===== config.mk =====
export PLATFORM = sky130hd
export DESIGN_NAME = tcs_core
export DESIGN_NICKNAME = d
export VERILOG_FILES = /design/src/core/tcs_pkg.sv /design/src/core/tcs_sync.sv /design/src/core/tcs_repair.sv /design/src/core/tcs_core.sv
export SDC_FILE = /design/constraint.sdc
export NUM_CORES = 1
export LEC_CHECK = 0
export CAP_MARGIN = 20
export CORE_MARGIN = 1.5
export CORE_UTILIZATION = 55
export CTS_CLUSTER_DIAMETER = 30
export DETAILED_ROUTE_END_ITERATION = 10
export DONT_BUFFER_PORTS = 1
export PLACE_DENSITY_LB_ADDON = 0.15
export SETUP_SLACK_MARGIN = 0.3
export SYNTH_ARGS = -nofsm -noshare
export SYNTH_HDL_FRONTEND = slang
export SYNTH_SLANG_ARGS = --single-unit

===== constraint.sdc =====
create_clock -name pclk -period 9.49 [get_ports pclk]
set_input_delay 0.949 -clock pclk [delete_from_list [all_inputs] [get_ports pclk]]
set_output_delay 0.949 -clock pclk [all_outputs]
set_load 0.03 [all_outputs]

===== src/core/tcs_pkg.sv =====
// Package: constants shared by the turn counter and fuse status core
package tcs_pkg;
	// Serial command codes
	localparam int         CMD_W        = 5;
	localparam logic [4:0] CMD_RD_ANGLE = 5'h00;
	localparam logic [4:0] CMD_RD_MULTI = 5'h01;
	localparam logic [4:0] CMD_RD_ANA   = 5'h09;
	localparam logic [4:0] CMD_RD_FUSE  = 5'h0f;
	localparam logic [4:0] CMD_HYSTERESIS_RESET_CMD = 5'h13;
	localparam logic [4:0] CMD_FUSE_VOLTAGE_PIN     = 5'h19;
	localparam logic [4:0] CMD_WR_FUSE  = 5'h1f;
	// Frame lengths and counter positions
	localparam int         FUSE_W       = 46;
	localparam int         CUST_W       = 16;
	localparam int         REP_W        = 12;
	localparam logic [5:0] CMD_LAST     = 6'h04;
	localparam logic [5:0] FUSE_LAST    = 6'h2d;
	localparam logic [5:0] RST_POS      = 6'h02;
	localparam logic [5:0] CNT_MAX      = 6'h3f;
	// Fuse word fields
	localparam int         RED_LO       = 12;
	localparam int         RED_HI       = 15;
	localparam int         SENS_LO      = 9;
	localparam int         SENS_HI      = 11;
	localparam int         ZERO_HI      = 7;
	localparam logic [3:0] RED_FIRST    = 4'h1;
	localparam logic [3:0] RED_LAST     = 4'hc;
	// Gain value at its upper limit
	localparam logic [5:0] GAIN_MAX     = 6'h3f;
	// APB register map
	localparam logic [7:0] OFS_CTRL     = 8'h00;
	localparam logic [7:0] OFS_STATUS   = 8'h04;
	localparam logic [7:0] OFS_FUSE_LO  = 8'h08;
	localparam logic [7:0] OFS_FUSE_HI  = 8'h0c;
	// Serial frame phases
	typedef enum logic [1:0] {
		PH_IDLE = 2'b00,
		PH_CMD  = 2'b01,
		PH_DATA = 2'b10
	} tcs_phase_t;
endpackage : tcs_pkg


===== src/core/tcs_sync.sv =====
// Two-flop synchroniser for pins from outside the clock domain
`timescale 1ns/10ps
module tcs_sync #(
	parameter int WIDTH = 1
) (
	input  wire logic             pclk,
	input  wire logic             presetn,
	input  wire logic [WIDTH-1:0] async_in,
	output logic      [WIDTH-1:0] sync_out
);
	// Both stages in one state word
	typedef struct packed {
		logic [WIDTH-1:0] meta;   // First stage, read only by second
		logic [WIDTH-1:0] stable; // Second stage, safe to use
	} tcs_sync_t;

	tcs_sync_t q;      // Current state
	tcs_sync_t next_q; // Next state

	// Shift the pin through both stages
	always_comb begin
		next_q.meta   = async_in;
		next_q.stable = q.meta;
	end

	// Register the stages
	always_ff @(posedge pclk or negedge presetn) begin
		if (!presetn) begin
			q <= '0;
		end else begin
			q <= next_q;
		end
	end

	assign sync_out = q.stable;
endmodule : tcs_sync


===== src/core/tcs_repair.sv =====
// Redundancy repair of the customer fuse bits
`timescale 1ns/10ps
module tcs_repair
	import tcs_pkg::*;
(
	input  wire logic [CUST_W-1:0] raw_bits,
	output logic      [REP_W-1:0]  fixed_bits
);
	logic [3:0] sel; // Repair selector field

	assign sel = raw_bits[RED_HI:RED_LO];

	// Each customer bit is forced high only when its code is selected; one driver per bit
	for (genvar i = 0; i < REP_W; i++) begin : g_bit
		logic hit; // This bit is the one picked for repair
		assign hit = (sel >= RED_FIRST) && (sel <= RED_LAST) && (sel == 4'(i + 1));
		assign fixed_bits[i] = raw_bits[i] | hit; // OR can only set, never clear
	end
endmodule : tcs_repair


===== src/core/tcs_core.sv =====
// Turn counter, fuse word decode and serial command core
`timescale 1ns/10ps
module tcs_core
	import tcs_pkg::*;
#(
	parameter logic [FUSE_W-CUST_W-1:0] FACTORY_TRIM = 30'h0 // Arbitrary neutral trim value
) (
	input  wire logic        pclk,
	input  wire logic        presetn,
	// APB slave
	input  wire logic        psel,
	input  wire logic        penable,
	input  wire logic        pwrite,
	input  wire logic [7:0]  paddr,
	input  wire logic [31:0] pwdata,
	output logic             pready,
	output logic [31:0]      prdata,
	output logic             pslverr,
	// Serial command pins
	input  wire logic        serial_clock_pin,
	input  wire logic        serial_select_n,
	input  wire logic        serial_data_in,
	output logic             serial_data_out,
	// Fuse voltage pin, two-way
	input  wire logic        fuse_voltage_in,
	output logic             fuse_voltage_out,
	output logic             fuse_voltage_oe,
	// Sensor front end, same clock
	input  wire logic [7:0]  angle_in,
	input  wire logic [5:0]  agc_in,
	input  wire logic        adc_lock,
	input  wire logic        cross_cw,
	input  wire logic        cross_ccw,
	// Status and configuration
	output logic             field_strength_pin,
	output logic [2:0]       gain_setting,
	output logic             low_power
);
	// Whole module state
	typedef struct packed {
		tcs_phase_t        phase;     // Serial frame phase
		logic [5:0]        bit_cnt;   // Bits seen in current phase
		logic [4:0]        cmd;       // Latched command code
		logic [FUSE_W-1:0] shift_in;  // Incoming write data
		logic [FUSE_W-1:0] shift_out; // Outgoing read data
		logic              sdo;       // Serial data out
		logic              ana_drive; // Fuse pin driven by analog readout
		logic [5:0]        ana_idx;   // Fuse bit on the pin
		logic [FUSE_W-1:0] shadow;    // Fuse word as stored
		logic [7:0]        turns;     // Signed revolution count
		logic              sclk_q;    // Previous serial clock sample
		logic              sleep;     // Low power request
		logic [2:0]        gain;      // Customer gain setting
		logic              gain_sel;  // Use customer gain over fuse
		logic              field_ok;  // Field strength indication
		logic [2:0]        gain_out;  // Selected gain
		logic [31:0]       rdata;     // APB read data
	} tcs_state_t;

	tcs_state_t        q;          // Current state
	tcs_state_t        next_q;     // Next state
	logic [3:0]        pins;       // Synchronised pins
	logic              sclk_s;     // Synced serial clock
	logic              sel_n_s;    // Synced select
	logic              sdi_s;      // Synced data in
	logic              vprog_s;    // Synced programming voltage
	logic [REP_W-1:0]  fixed;      // Repaired customer bits
	logic [FUSE_W-1:0] fuse_eff;   // Fuse word after repair
	logic              lock_rep;   // Reported lock
	logic [7:0]        angle_rep;  // Reported angle
	logic              apb_hit;    // Address is mapped

	// Bring pins into the clock domain
	tcs_sync #(
		.WIDTH(4)
	) u_sync (
		.pclk    (pclk),
		.presetn (presetn),
		.async_in({serial_clock_pin, serial_select_n, serial_data_in, fuse_voltage_in}),
		.sync_out(pins)
	);

	assign {sclk_s, sel_n_s, sdi_s, vprog_s} = pins;

	// Repair customer bits from stored fuse word
	tcs_repair u_repair (
		.raw_bits  (q.shadow[CUST_W-1:0]),
		.fixed_bits(fixed)
	);

	// Decoded word seen by readback and config
	assign fuse_eff = {q.shadow[FUSE_W-1:REP_W], fixed};

	// Lock masked in low power mode
	assign lock_rep = adc_lock & ~q.sleep;

	// Angle relative to fused zero, direction kept
	assign angle_rep = angle_in - fuse_eff[ZERO_HI:0];

	// Decode of mapped APB offsets
	assign apb_hit = (paddr == OFS_CTRL) || (paddr == OFS_STATUS) ||
		(paddr == OFS_FUSE_LO) || (paddr == OFS_FUSE_HI);

	// Read frame for a command, MSB first
	function automatic logic [FUSE_W-1:0] frame_for(input logic [4:0] c);
		logic [7:0] val;
		logic [16:0] fr;
		val = (c == CMD_RD_MULTI) ? q.turns : angle_rep;
		fr = {lock_rep, agc_in, 1'b0, val, 1'b0}; // Lock, gain, spare zero, value and parity slot of frame
		fr[0] = ^fr[16:1]; // Even parity over frame
		frame_for = {fr, 29'h0};
		if (c == CMD_RD_FUSE) begin
			frame_for = fuse_eff; // Same layout as program word
		end
	endfunction : frame_for

	// Next-state logic
	always_comb begin
		logic [FUSE_W-1:0] sh;
		logic [4:0]        cmd_n;
		logic              clr;
		sh = {q.shift_in[FUSE_W-2:0], sdi_s};
		cmd_n = {q.cmd[3:0], sdi_s};
		clr = 1'b0;
		next_q = q;
		next_q.sclk_q = sclk_s;
		// Serial framing
		if (sel_n_s) begin
			next_q.phase     = PH_IDLE;
			next_q.bit_cnt   = '0;
			next_q.ana_drive = 1'b0;
		end else if (sclk_s && !q.sclk_q) begin
			// Rising serial clock: sample data in
			unique case (q.phase)
				PH_IDLE, PH_CMD: begin
					next_q.cmd     = cmd_n;
					next_q.bit_cnt = q.bit_cnt + 6'h01;
					next_q.phase   = PH_CMD;
					if (q.bit_cnt == CMD_LAST) begin
						next_q.phase     = PH_DATA;
						next_q.bit_cnt   = '0;
						next_q.shift_out = frame_for(cmd_n);
						next_q.ana_drive = (cmd_n == CMD_RD_ANA);
						next_q.ana_idx   = '0;
					end
				end
				PH_DATA: begin
					next_q.shift_in = sh;
					if (q.bit_cnt != CNT_MAX) begin
						next_q.bit_cnt = q.bit_cnt + 6'h01;
					end
					// Step through fuse word one bit per clock
					if (q.ana_drive && (q.ana_idx != FUSE_LAST)) begin
						next_q.ana_idx = q.ana_idx + 6'h01;
					end
					// Counter reset bit clears at this edge
					if ((q.cmd == CMD_HYSTERESIS_RESET_CMD) && (q.bit_cnt == RST_POS) && sdi_s) begin
						clr = 1'b1;
					end
					// Burn from command 25, customer bits only
					if ((q.cmd == CMD_FUSE_VOLTAGE_PIN) && (q.bit_cnt == FUSE_LAST) && vprog_s) begin
						next_q.shadow[CUST_W-1:0] = q.shadow[CUST_W-1:0] | sh[CUST_W-1:0];
					end
					// Volatile write of the whole word
					if ((q.cmd == CMD_WR_FUSE) && (q.bit_cnt == FUSE_LAST)) begin
						next_q.shadow = sh;
					end
				end
				default: begin
					next_q.phase = PH_IDLE;
				end
			endcase
		end else if (!sclk_s && q.sclk_q && (q.phase == PH_DATA)) begin
			// Falling serial clock: present next read bit
			next_q.sdo       = q.shift_out[FUSE_W-1];
			next_q.shift_out = {q.shift_out[FUSE_W-2:0], 1'b0};
		end
		// Revolution count, clear first so later crossings count
		next_q.turns = clr ? 8'h00 : q.turns;
		if (cross_cw && !cross_ccw) begin
			next_q.turns = next_q.turns + 8'h01;
		end else if (cross_ccw && !cross_cw) begin
			next_q.turns = next_q.turns - 8'h01;
		end
		// Field strength flag
		next_q.field_ok = (agc_in != GAIN_MAX);
		// Gain from fuse or customer register
		next_q.gain_out = q.gain_sel ? q.gain : fuse_eff[SENS_HI:SENS_LO];
		// APB write to control
		if (psel && penable && pwrite && (paddr == OFS_CTRL)) begin
			next_q.sleep    = pwdata[0];
			next_q.gain     = pwdata[3:1];
			next_q.gain_sel = pwdata[4];
		end
		// APB read data captured in setup phase
		if (psel && !penable) begin
			unique case (paddr)
				OFS_CTRL:    next_q.rdata = {27'h0, q.gain_sel, q.gain, q.sleep};
				OFS_STATUS:  next_q.rdata = {16'h0, agc_in, q.field_ok, lock_rep, q.turns};
				OFS_FUSE_LO: next_q.rdata = fuse_eff[31:0];
				OFS_FUSE_HI: next_q.rdata = {18'h0, fuse_eff[FUSE_W-1:32]};
				default:     next_q.rdata = 32'h0;
			endcase
		end
	end

	// State register, counter starts at zero
	always_ff @(posedge pclk or negedge presetn) begin
		if (!presetn) begin
			q        <= '0;
			q.phase  <= PH_IDLE;
			q.shadow <= {FACTORY_TRIM, 16'h0};
		end else begin
			q <= next_q;
		end
	end

	// APB answers with no wait state
	assign pready  = 1'b1;
	assign pslverr = psel & penable & ~apb_hit;
	assign prdata  = q.rdata;

	// Pin and configuration outputs
	assign serial_data_out    = q.sdo;
	assign fuse_voltage_oe    = q.ana_drive;
	assign fuse_voltage_out   = q.ana_drive & fuse_eff[q.ana_idx];
	assign field_strength_pin = q.field_ok;
	assign gain_setting       = q.gain_out;
	assign low_power          = q.sleep;
endmodule : tcs_core


==> results of run 1 <==
## cell type report
| cell class | instances | area, um^2 |
|---|---|---|
| fill | 1446 | 6790 |
| inverter | 17 | 63.8 |
| tap | 260 | 325 |
| clock inverter | 23 | 308 |
| multi-input combinational | 720 | 4650 |
| timing repair buffer | 11 | 106 |
| sequential | 216 | 5410 |
| clock buffer | 55 | 1180 |
## cell families (layout without fill, tap and decap cells)
family,Yosys count,count (layout),share of synthesized area
AND/OR/NAND/NOR,333,333,0.136
AO/OA/AOI/OAI,249,249,0.146
flip-flops,216,216,0.508
buffers and inverters,120,106,0.0570
multiplexers,93,93,0.109
XOR/XNOR,28,28,0.0243
adder cells (fa/ha/maj),16,16,0.0195
other,1,1,0.000352
## through the flow
step,util,worst slack [ns]
floorplan,-,6.21
global placement,0.558,5.23
detailed placement,0.558,5.21
CTS,0.637,5.14
global route,0.639,4.98
finish,0.639,5.14
## path summary, 6_finish.rpt
check	to	slack, ns	startpoint
worst max-delay path	fuse_voltage_out	5.14	fuse_eff[14]
worst min-delay path	u_sync.sync_out[2]	0.13	presetn
worst max register to register	q[48]	5.35	q[41]
worst min register to register	u_sync.sync_out[2]	0.34	u_sync.next_q[2]
max in group asynchronous	q[39]	8.80	presetn
min in group pclk	u_sync.sync_out[2]	0.34	u_sync.next_q[2]
## power groups by stage
stage | clock network (uW) | logic, uW | registers, uW
6_report | 1530 | 188 | 1000
5_1_grt | 1600 | 209 | 1010
4_1_cts | 1550 | 187 | 1000
3_5_place_dp | 0 | 186 | 1010
3_3_place_gp | 0 | 182 | 1010
2_1_floorplan | 0 | 182 | 982
## cell usage after synthesis, drive strengths merged (14+ instances only)
library cell | n | area [um^2]
dfrtp | 216 | 5410
xnor2 | 18 | 158
nand2 | 194 | 731
mux2 | 67 | 754
a22o | 33 | 289
o21ai | 88 | 440
nor2 | 65 | 246
ha | 15 | 188
clkbuf | 49 | 185
a21oi | 59 | 295
mux2i | 14 | 140
inv | 17 | 63.8
a22oi | 36 | 270
nor3 | 14 | 75.1
buf | 54 | 358
## worst max-delay path, cell delays in order (launching register included)
cell	delay [ns]
dfrtp_1	0.62
nor2b_1	0.30
a21oi_1	0.28
mux4_2	0.50
and2_0	0.16
a211oi_1	0.23
a21oi_1	0.06
nor2_1	0.10
a21oi_1	0.04
o21ai_1	0.25
and2_1	0.35
## state kept, by name, indices dropped and copies added (netlist names)
signal / flops
fuse_voltage_oe: 1
u_sync.sync_out: 4
serial_data_out: 1
field_strength_pin: 1
u_sync.next_q: 4
prdata: 32
fuse_eff: 34
q: 135
gain_setting: 3
low_power: 1
## routing by layer
layer  up-vias  part of all wire  wire, um
met5         -                 0         0
met2       207              0.46     11200
met4         0             0.017       410
met1      3697              0.47     11300
li1       3574                 -         -
met3        42             0.057      1400
==> reports/results.ini, run 1 <==
[synth]
ys_async_sr_fraction = 1.00
yosysUniqueCellTypes = 61
synthCells = 1056
yosysSeqAreaShare = 0.508
synth-edff-count = 0
synth-seq-cells = 216
synth_flop_cell = dfrtp_1
syn_area_per_cell_um2 = 10.1
yosysWarningCount = 0
syn-cell-area_um2 = 10600
syn_nets = 1138

[route]
wl_per_cell_um = 18.7
drt-total-wl_um = 24300
vias = 7520
initialDrtViolationCount = 451
drtPass1Iterations = 5
route.detailed.drc = 0
avgViaCountPerCell = 5.78
ant_nets = 0

[sta]
grt_setup_unrepaired = no
hold_ws_ns = 0.133
setup-tns-final_ns = 0
finalSetupViolCount = 0
period_share = 0.459
clock_skew_ns = 0.0164
slew_violations = 0
hold_viol_final = 0
slew_headroom = 0.348
max_freq_ghz = 0.230
worst_slew_pin_slew_ns = 0.977
period_minus_slack_ns = 4.35

[grt]
grt_first_pass_wirelength_um = 39600
grt-busiest-layer = met2
grt_pass1_vias = 7308
antenna_found_initial = 0
grt_use_met3 = 0.0437
grt_usage = 0.249
use_met1 = 0.368
grt_max_degree = 217
use_met2 = 0.379
grt_remaining_overflow = 0

[placed_design]
placedCellCount = 1221
portBuffers = 0
place_area_um2 = 10500
place.gp.congestion = 0.810
hpwlAfterDp_um = 15700

[power_and_ir_drop]
power.switching_uw = 632
ir_drop_v = 0.000129
combPwrFrac = 0.069
powerDensity_nw_per_um2 = 226
power.share.clock = 0.562
swShare = 0.233
power_frac_seq = 0.369
p_leak_uw = 0.00557
p_int_uw = 2080
power_uw = 2720

[cts]
path_clk_slew_ns = 0.05
cts_buffer_depth = 3
htreeDepth = 2
cts_hold_buf = 0
cts_sinks = 216
clock_latency_ns = 0.52
cts_made_buffers = 44
cts_root_buffer = clkbuf_16
post_cts_buffers = 0
cts_resized = 0
cts_tree = yes

[final_layout]
finalNetCount = 1092
antenna_cells = 0
final-instance-count-excl-fill = 1302
syn2layout_area_growth_pct = 13.1
post-route-cell-area_um2 = 12000
layout_common_cells = 216 x dfrtp_1, 193 x nand2_1, 85 x o21ai_0
final_layout_size_suffix_gt1_frac = 0.166
final_common_cell = dfrtp_1

[floorplanning]
io_pins = 108
core-area_um2 = 18800
start_util = 0.565
design.die.area_um2 = 20200
chipHeight_um = 142
rows = 50
die_w_um = 142

[min_path]
worstHoldPathType = input port to async pin

[setup_path]
start_kind = register
reg2reg_depth = 12
path_max_fanout = 9
cp.required_ns = 8.54
cp-end-kind = output port
crit_type = register to output port
cp_data_arrival_time_ns = 3.40

[outcome]
outcome = complete, no violations

[run]
max_cap_viol_count = 0

(Power assumes the default switching activity.)
==> run 2, diff against run 1 <==
Settings changed: ABC_AREA from default to 1.
Clock period 9.49 ns to 4.45 ns, I/O delays scaled along.
==> reports/results.ini, run 2 <==
[sta]
slew_headroom = 0.325  ; -0.0237
finalSetupViolCount = 0  ; unchanged
hold_ws_ns = -0.381  ; -0.514 ns
grt_setup_unrepaired = no
worst_slew_pin_slew_ns = 1.01  ; +0.0344 ns
setup-tns-final_ns = 0  ; unchanged
hold_viol_final = 216  ; +216
period_minus_slack_ns = 3.80
max_freq_ghz = 0.263
layout_setup_ws_ns = 0.654  ; -4.48 ns
slew_violations = 0  ; unchanged
clock_skew_ns = 0.0156  ; -0.000879 ns
period_share = 0.853

[synth]
synth-edff-count = 0  ; unchanged
yosysWarningCount = 0  ; unchanged
yosysUniqueCellTypes = 52  ; -15%
synthCells = 1380  ; +31%
synth-seq-cells = 216  ; unchanged
synthTopCellsByArea = dfrtp_1 49%, nand2_1 11%, o21ai_0 7.0%
ys_async_sr_fraction = 1.00  ; unchanged
yosys.area.top_type = dfrtp_1
synth_most_common_cell = nand2_1
syn_area_per_cell_um2 = 8.03  ; -20%
syn_nets = 1462  ; +28%
yosysSeqAreaShare = 0.488  ; -0.0202
synth_flop_cell = dfrtp_1
synth_top_cell_area_share = 0.488  ; -0.0202
synthTopCellsByCount = 315 x nand2_1, 216 x dfrtp_1, 177 x inv_1
syn-cell-area_um2 = 11100  ; +4.1%

[cts]
cts_hold_buf = 4  ; +4
post_cts_buffers = 0  ; unchanged
cts_buffer_depth = 3  ; unchanged
cts_sinks = 216  ; unchanged
clock_latency_ns = 0.53  ; about the same
cts_root_buffer = clkbuf_16
cts_tree = yes
path_clk_slew_ns = 0.05  ; about the same
cts_made_buffers = 45  ; +2.3%
htreeDepth = 2  ; unchanged
cts_resized = 0  ; unchanged

[power_and_ir_drop]
power.switching_uw = 1620  ; +160%
power.share.clock = 0.542  ; -0.020
swShare = 0.257  ; +0.0240
power_uw = 6330  ; +130%
p_leak_uw = 0.00590  ; +6.0%
power_frac_seq = 0.362  ; -0.007
combPwrFrac = 0.096  ; +0.027
powerDensity_nw_per_um2 = 499  ; +120%
ir_drop_v = 0.000399  ; +210%
p_int_uw = 4700  ; +130%

[setup_path]
r2r-start = fuse_eff[14]
reg2reg_to = q[133]
cp-startpoint = fuse_eff[12]
cp-end-kind = output port
crit_top_cell = nand2_1
critPathCapture = fuse_voltage_out
path_cells = inv_1 -> nand2_1 -> o21ai_0 -> inv_1 -> o21ai_0 -> nand4_1 -> o211ai_1 -> nand2_1 -> nand2_1 -> nand3_1 -> a21boi_0 -> buf_4
path_max_fanout = 6  ; -3
rrSetupSlack_ns = 1.07  ; -4.28 ns
reg2reg_depth = 19  ; +7
critPathSlowestCell = o21ai_0
cp.required_ns = 4.01  ; -4.53 ns
start_kind = register
crit_type = register to output port
cp_data_arrival_time_ns = 3.35  ; -0.05 ns
slowest_delay_ns = 0.51  ; -0.11 ns

[route]
drtPass1Iterations = 5  ; unchanged
ant_nets = 0  ; unchanged
route.detailed.drc = 0  ; unchanged
wl_per_cell_um = 16.7  ; -10%
initialDrtViolationCount = 786  ; +74%
avgViaCountPerCell = 5.65  ; -2.2%
vias = 9346  ; +24%
drt-total-wl_um = 27700  ; +14%

[final_layout]
finalNetCount = 1436  ; +32%
final_common_cell = nand2_1
final_layout_size_suffix_gt1_frac = 0.0978  ; -0.0682
antenna_cells = 0  ; unchanged
largest_reg_flops = 135  ; unchanged
seq_area_um2 = 5410  ; unchanged
fill_cells = 1675  ; +16%
layout_common_cells = 315 x nand2_1, 216 x dfrtp_1, 177 x inv_1
top_register = q
syn2layout_area_growth_pct = 14.5
post-route-cell-area_um2 = 12700  ; +5.4%
multiInputGateArea_um2 = 4490  ; -3.4%

[grt]
grt_usage = 0.268  ; +0.0190
grt_first_pass_wirelength_um = 45600  ; +15%
grt_pass1_vias = 8708  ; +19%
grt_max_degree = 217  ; unchanged
antenna_found_initial = 0  ; unchanged
grt_remaining_overflow = 0  ; unchanged

[floorplanning]
start_util = 0.566  ; +0.000576
design.die.area_um2 = 21000  ; +4.1%
die_w_um = 145  ; +2.0%
rows = 51  ; +2.0%
core-area_um2 = 19600  ; +4.0%
chipHeight_um = 145  ; +2.0%
io_pins = 108  ; unchanged

[outcome]
failed_checks = negative hold slack
outcome = finished with violations

[run]
max_cap_viol_count = 0  ; unchanged

[placed_design]
hpwlAfterDp_um = 18800  ; +20%
portBuffers = 0  ; unchanged
place_area_um2 = 11000  ; +5.2%
dp_slack_ns = 1.20  ; -4.00 ns
place.gp.congestion = 0.904  ; +12%

[min_path]
worstHoldPathType = input port to async pin

run 2: cell types whose count changed after synthesis, moves of 41 or more:
cell | before | now
nand3_1 | 11 | 63
o21ai_0 | 85 | 154
inv_1 | 17 | 177
a21oi_1 | 59 | 100
mux2_2 | 67 | 6
nand2_1 | 193 | 315
run 2: kinds of logic (layout without fill, tap and decap cells):
family,count (synthesis),in the layout,share of synthesized area
buf+inv,281,291,0.109
other cells,1,1,0.000338
flops,216,216,0.488
compound gates,337,337,0.169
simple gates,515,515,0.202
fa+ha+maj,16,16,0.0187
xor+xnor,8,8,0.00632
mux,6,6,0.00610
run 2: layer usage:
metal,up-vias,global-route usage,routed length [um],share of wire
li1,4450,-,-,-
met1,4489,0.389,12400,0.45
met2,362,0.409,12500,0.45
met3,45,0.0544,2290,0.083
met4,0,0.0737,482,0.017
met5,-,0,0,0
run 2: worst min-delay path by stage:
stage	from	to	cells past startpoint
floorplan	presetn	field_strength_pin	0
global placement	presetn	q[38]	0
detailed placement	presetn	q[36]	0
CTS	presetn	q[206]	0
global route	presetn	q[38]	0
finish	presetn	q[37]	0
run 2: cell type report:
| cell class | instances | area share |
|---|---|---|
| clock buffers | 57 | 0.0987 |
| clock inverters | 26 | 0.0270 |
| inverters | 189 | 0.0559 |
| multi-input cells | 883 | 0.354 |
| flip-flops and latches | 216 | 0.426 |
| well taps | 265 | 0.0261 |
| repair buffers | 19 | 0.0120 |
run 2: power groups by stage:
stage               Combinational [uW]  Sequential, uW  Clock [uW]
floorplan                          493            2260           0
global placement                   578            2310           0
finish                             608            2290        3430
detailed placement                 597            2310           0
global route                       693            2300        3580
CTS                                605            2280        3460
run 2: through the flow:
stage,instances,utilization
2_1_floorplan,1380,-
3_3_place_gp,1568,0.564
3_5_place_dp,1568,0.564
4_1_cts,1655,0.647
5_1_grt,1655,0.647
6_report,1655,0.647
run 2: worst max-delay path, delay by kind of cell (launching register included):
family	cells	cell delay (ns)
AOI/OAI and AO/OA	4	1.24
buffers and inverters	3	0.74
DFF	1	0.43
and+or+nand+nor	5	0.42
==> run 3, diff against run 2 <==
Settings changed: CORE_ASPECT_RATIO from default to 1.2.
==> reports/results.ini, run 3 (synthesized netlist as in run 2, its figures left out) <==
[route]
vias = 9254  ; -0.98%
avgViaCountPerCell = 5.61  ; -0.68%
drt-total-wl_um = 27900  ; +0.58%
route.detailed.drc = 0  ; unchanged
drtPass1Iterations = 5  ; unchanged
ant_nets = 0  ; unchanged
wl_per_cell_um = 16.9  ; +0.88%
initialDrtViolationCount = 919  ; +17%

[power_and_ir_drop]
p_leak_uw = 0.00586  ; -0.66%
powerDensity_nw_per_um2 = 485  ; -2.8%
ir_drop_v = 0.000378  ; -5.2%

[final_layout]
top_register = q
fill_cells = 1710  ; +2.1%
finish.utilization = 0.641  ; -0.00650
final_common_cell = nand2_1
finalNetCount = 1438  ; +0.14%
layout_common_cells = 315 x nand2_1, 216 x dfrtp_1, 177 x inv_1
antenna_cells = 0  ; unchanged
final_layout_size_suffix_gt1_frac = 0.0958  ; -0.00209
largest_reg_flops = 135  ; unchanged
syn2layout_area_growth_pct = 13.5

[setup_path]
path_cells = inv_1 -> nand2_1 -> o21ai_0 -> nand2_1 -> nand3_1 -> o221ai_1 -> a22oi_1 -> nand2_1 -> nand2_1 -> nand3_1 -> a21boi_0 -> buf_4
slowest_delay_ns = 0.59  ; +0.08 ns
start_kind = register
rrSetupSlack_ns = 1.27  ; +0.20 ns
critPathCapture = fuse_voltage_out
cp-startpoint = fuse_eff[14]
critPathSlowestCell = o21ai_0
reg2reg_to = q[133]
path_max_fanout = 6  ; unchanged
reg2reg_depth = 21  ; +2
crit_type = register to output port
cp.required_ns = 4.01  ; about the same
crit_top_cell = nand2_1
cp_data_arrival_time_ns = 3.28  ; -0.07 ns
cp-end-kind = output port
r2r-start = fuse_eff[15]

[sta]
slew_violations = 0  ; unchanged
hold_viol_final = 216  ; unchanged
layout_setup_ws_ns = 0.730  ; +0.0763 ns
clock_skew_ns = 0.0241  ; +0.00857 ns
period_minus_slack_ns = 3.72  ; -0.0763 ns
slew_headroom = 0.451  ; +0.126
worst_slew_pin_slew_ns = 0.821  ; -0.190 ns
max_freq_ghz = 0.269  ; +2.1%
grt_setup_unrepaired = no
hold_ws_ns = -0.374  ; +0.00657 ns
finalSetupViolCount = 0  ; unchanged
period_share = 0.836  ; -0.0171
setup-tns-final_ns = 0  ; unchanged

[run]
max_cap_viol_count = 0  ; unchanged

[cts]
cts_sinks = 216  ; unchanged
cts_resized = 0  ; unchanged
cts_buffer_depth = 3  ; unchanged
htreeDepth = 2  ; unchanged
cts_tree = yes
post_cts_buffers = 0  ; unchanged
cts_hold_buf = 4  ; unchanged
cts_made_buffers = 42  ; -6.7%
cts_root_buffer = clkbuf_16
path_clk_slew_ns = 0.05  ; about the same
clock_latency_ns = 0.53  ; about the same

[floorplanning]
core-area_um2 = 19600  ; +0.15%
rows = 56  ; +9.8%
design.die.area_um2 = 21000  ; about the same
start_util = 0.565  ; -0.000830
chipHeight_um = 158  ; +9.3%
io_pins = 108  ; unchanged
die_w_um = 133  ; -8.5%

[placed_design]
portBuffers = 0  ; unchanged
dp_slack_ns = 1.24  ; +0.0392 ns
hpwlAfterDp_um = 19200  ; +2.3%
place.gp.congestion = 0.889  ; -1.7%

[min_path]
worstHoldPathType = input port to async pin

[grt]
grt_max_degree = 217  ; unchanged
grt_usage = 0.270  ; +0.00218
grt_pass1_vias = 8740  ; +0.37%
grt_remaining_overflow = 0  ; unchanged
antenna_found_initial = 0  ; unchanged
grt_first_pass_wirelength_um = 45100  ; -1.2%

[outcome]
failed_checks = negative hold slack
outcome = finished with violations

run 3: critical path, delay by kind of cell (launching register included):
kind            cells  cell delay [ns]
flops               1             0.41
buf+inv             2             0.49
simple gates        6             0.55
compound gates      4             1.31
run 3: power by group:
| part | switching (uW) | total, uW | internal, uW |
|---|---|---|---|
| sequential | 152 | 2290 | 2140 |
| combinational | 392 | 613 | 221 |
| clock | 1040 | 3190 | 2150 |
run 3: layout make-up:
type | instances | area (um^2) | share of cell area
clock buffer | 54 | 1170 | 0.0928
clock inverter | 23 | 293 | 0.0233
inverter | 189 | 709 | 0.0564
multi-input combinational | 883 | 4480 | 0.357
sequential | 216 | 5410 | 0.430
tap | 261 | 327 | 0.0260
timing repair buffer | 24 | 190 | 0.0151
run 3: how the worst min path moves through the flow:
stage                              end  slack (ns)
floorplan           field_strength_pin        0.15
global route           fuse_voltage_oe       -0.40
detailed placement    u_sync.next_q[0]        0.15
finish                u_sync.next_q[2]       -0.37
global placement      u_sync.next_q[0]        0.15
CTS                             q[114]       -0.39
run 3: stage by stage:
stage / total power, uW / cell area [um^2] / std cells / hold slack (ns)
global route: 6340 / 12600 / 1650 / -0.398
detailed placement: 2920 / 11100 / 1569 / 0.155
floorplan: 2760 / 11100 / 1380 / 0.149
finish: 6090 / 12600 / 1650 / -0.374
global placement: 2900 / 11100 / 1569 / 0.155
CTS: 6130 / 12600 / 1650 / -0.388
run 3: layer usage:
| layer | global-route usage | wire, um | vias up |
|---|---|---|---|
| met3 | 0.0548 | 2030 | 68 |
| met2 | 0.433 | 12800 | 343 |
| met5 | 0 | 0 | - |
| met4 | 0.112 | 975 | 0 |
| li1 | - | - | 4466 |
| met1 | 0.361 | 12000 | 4377 |
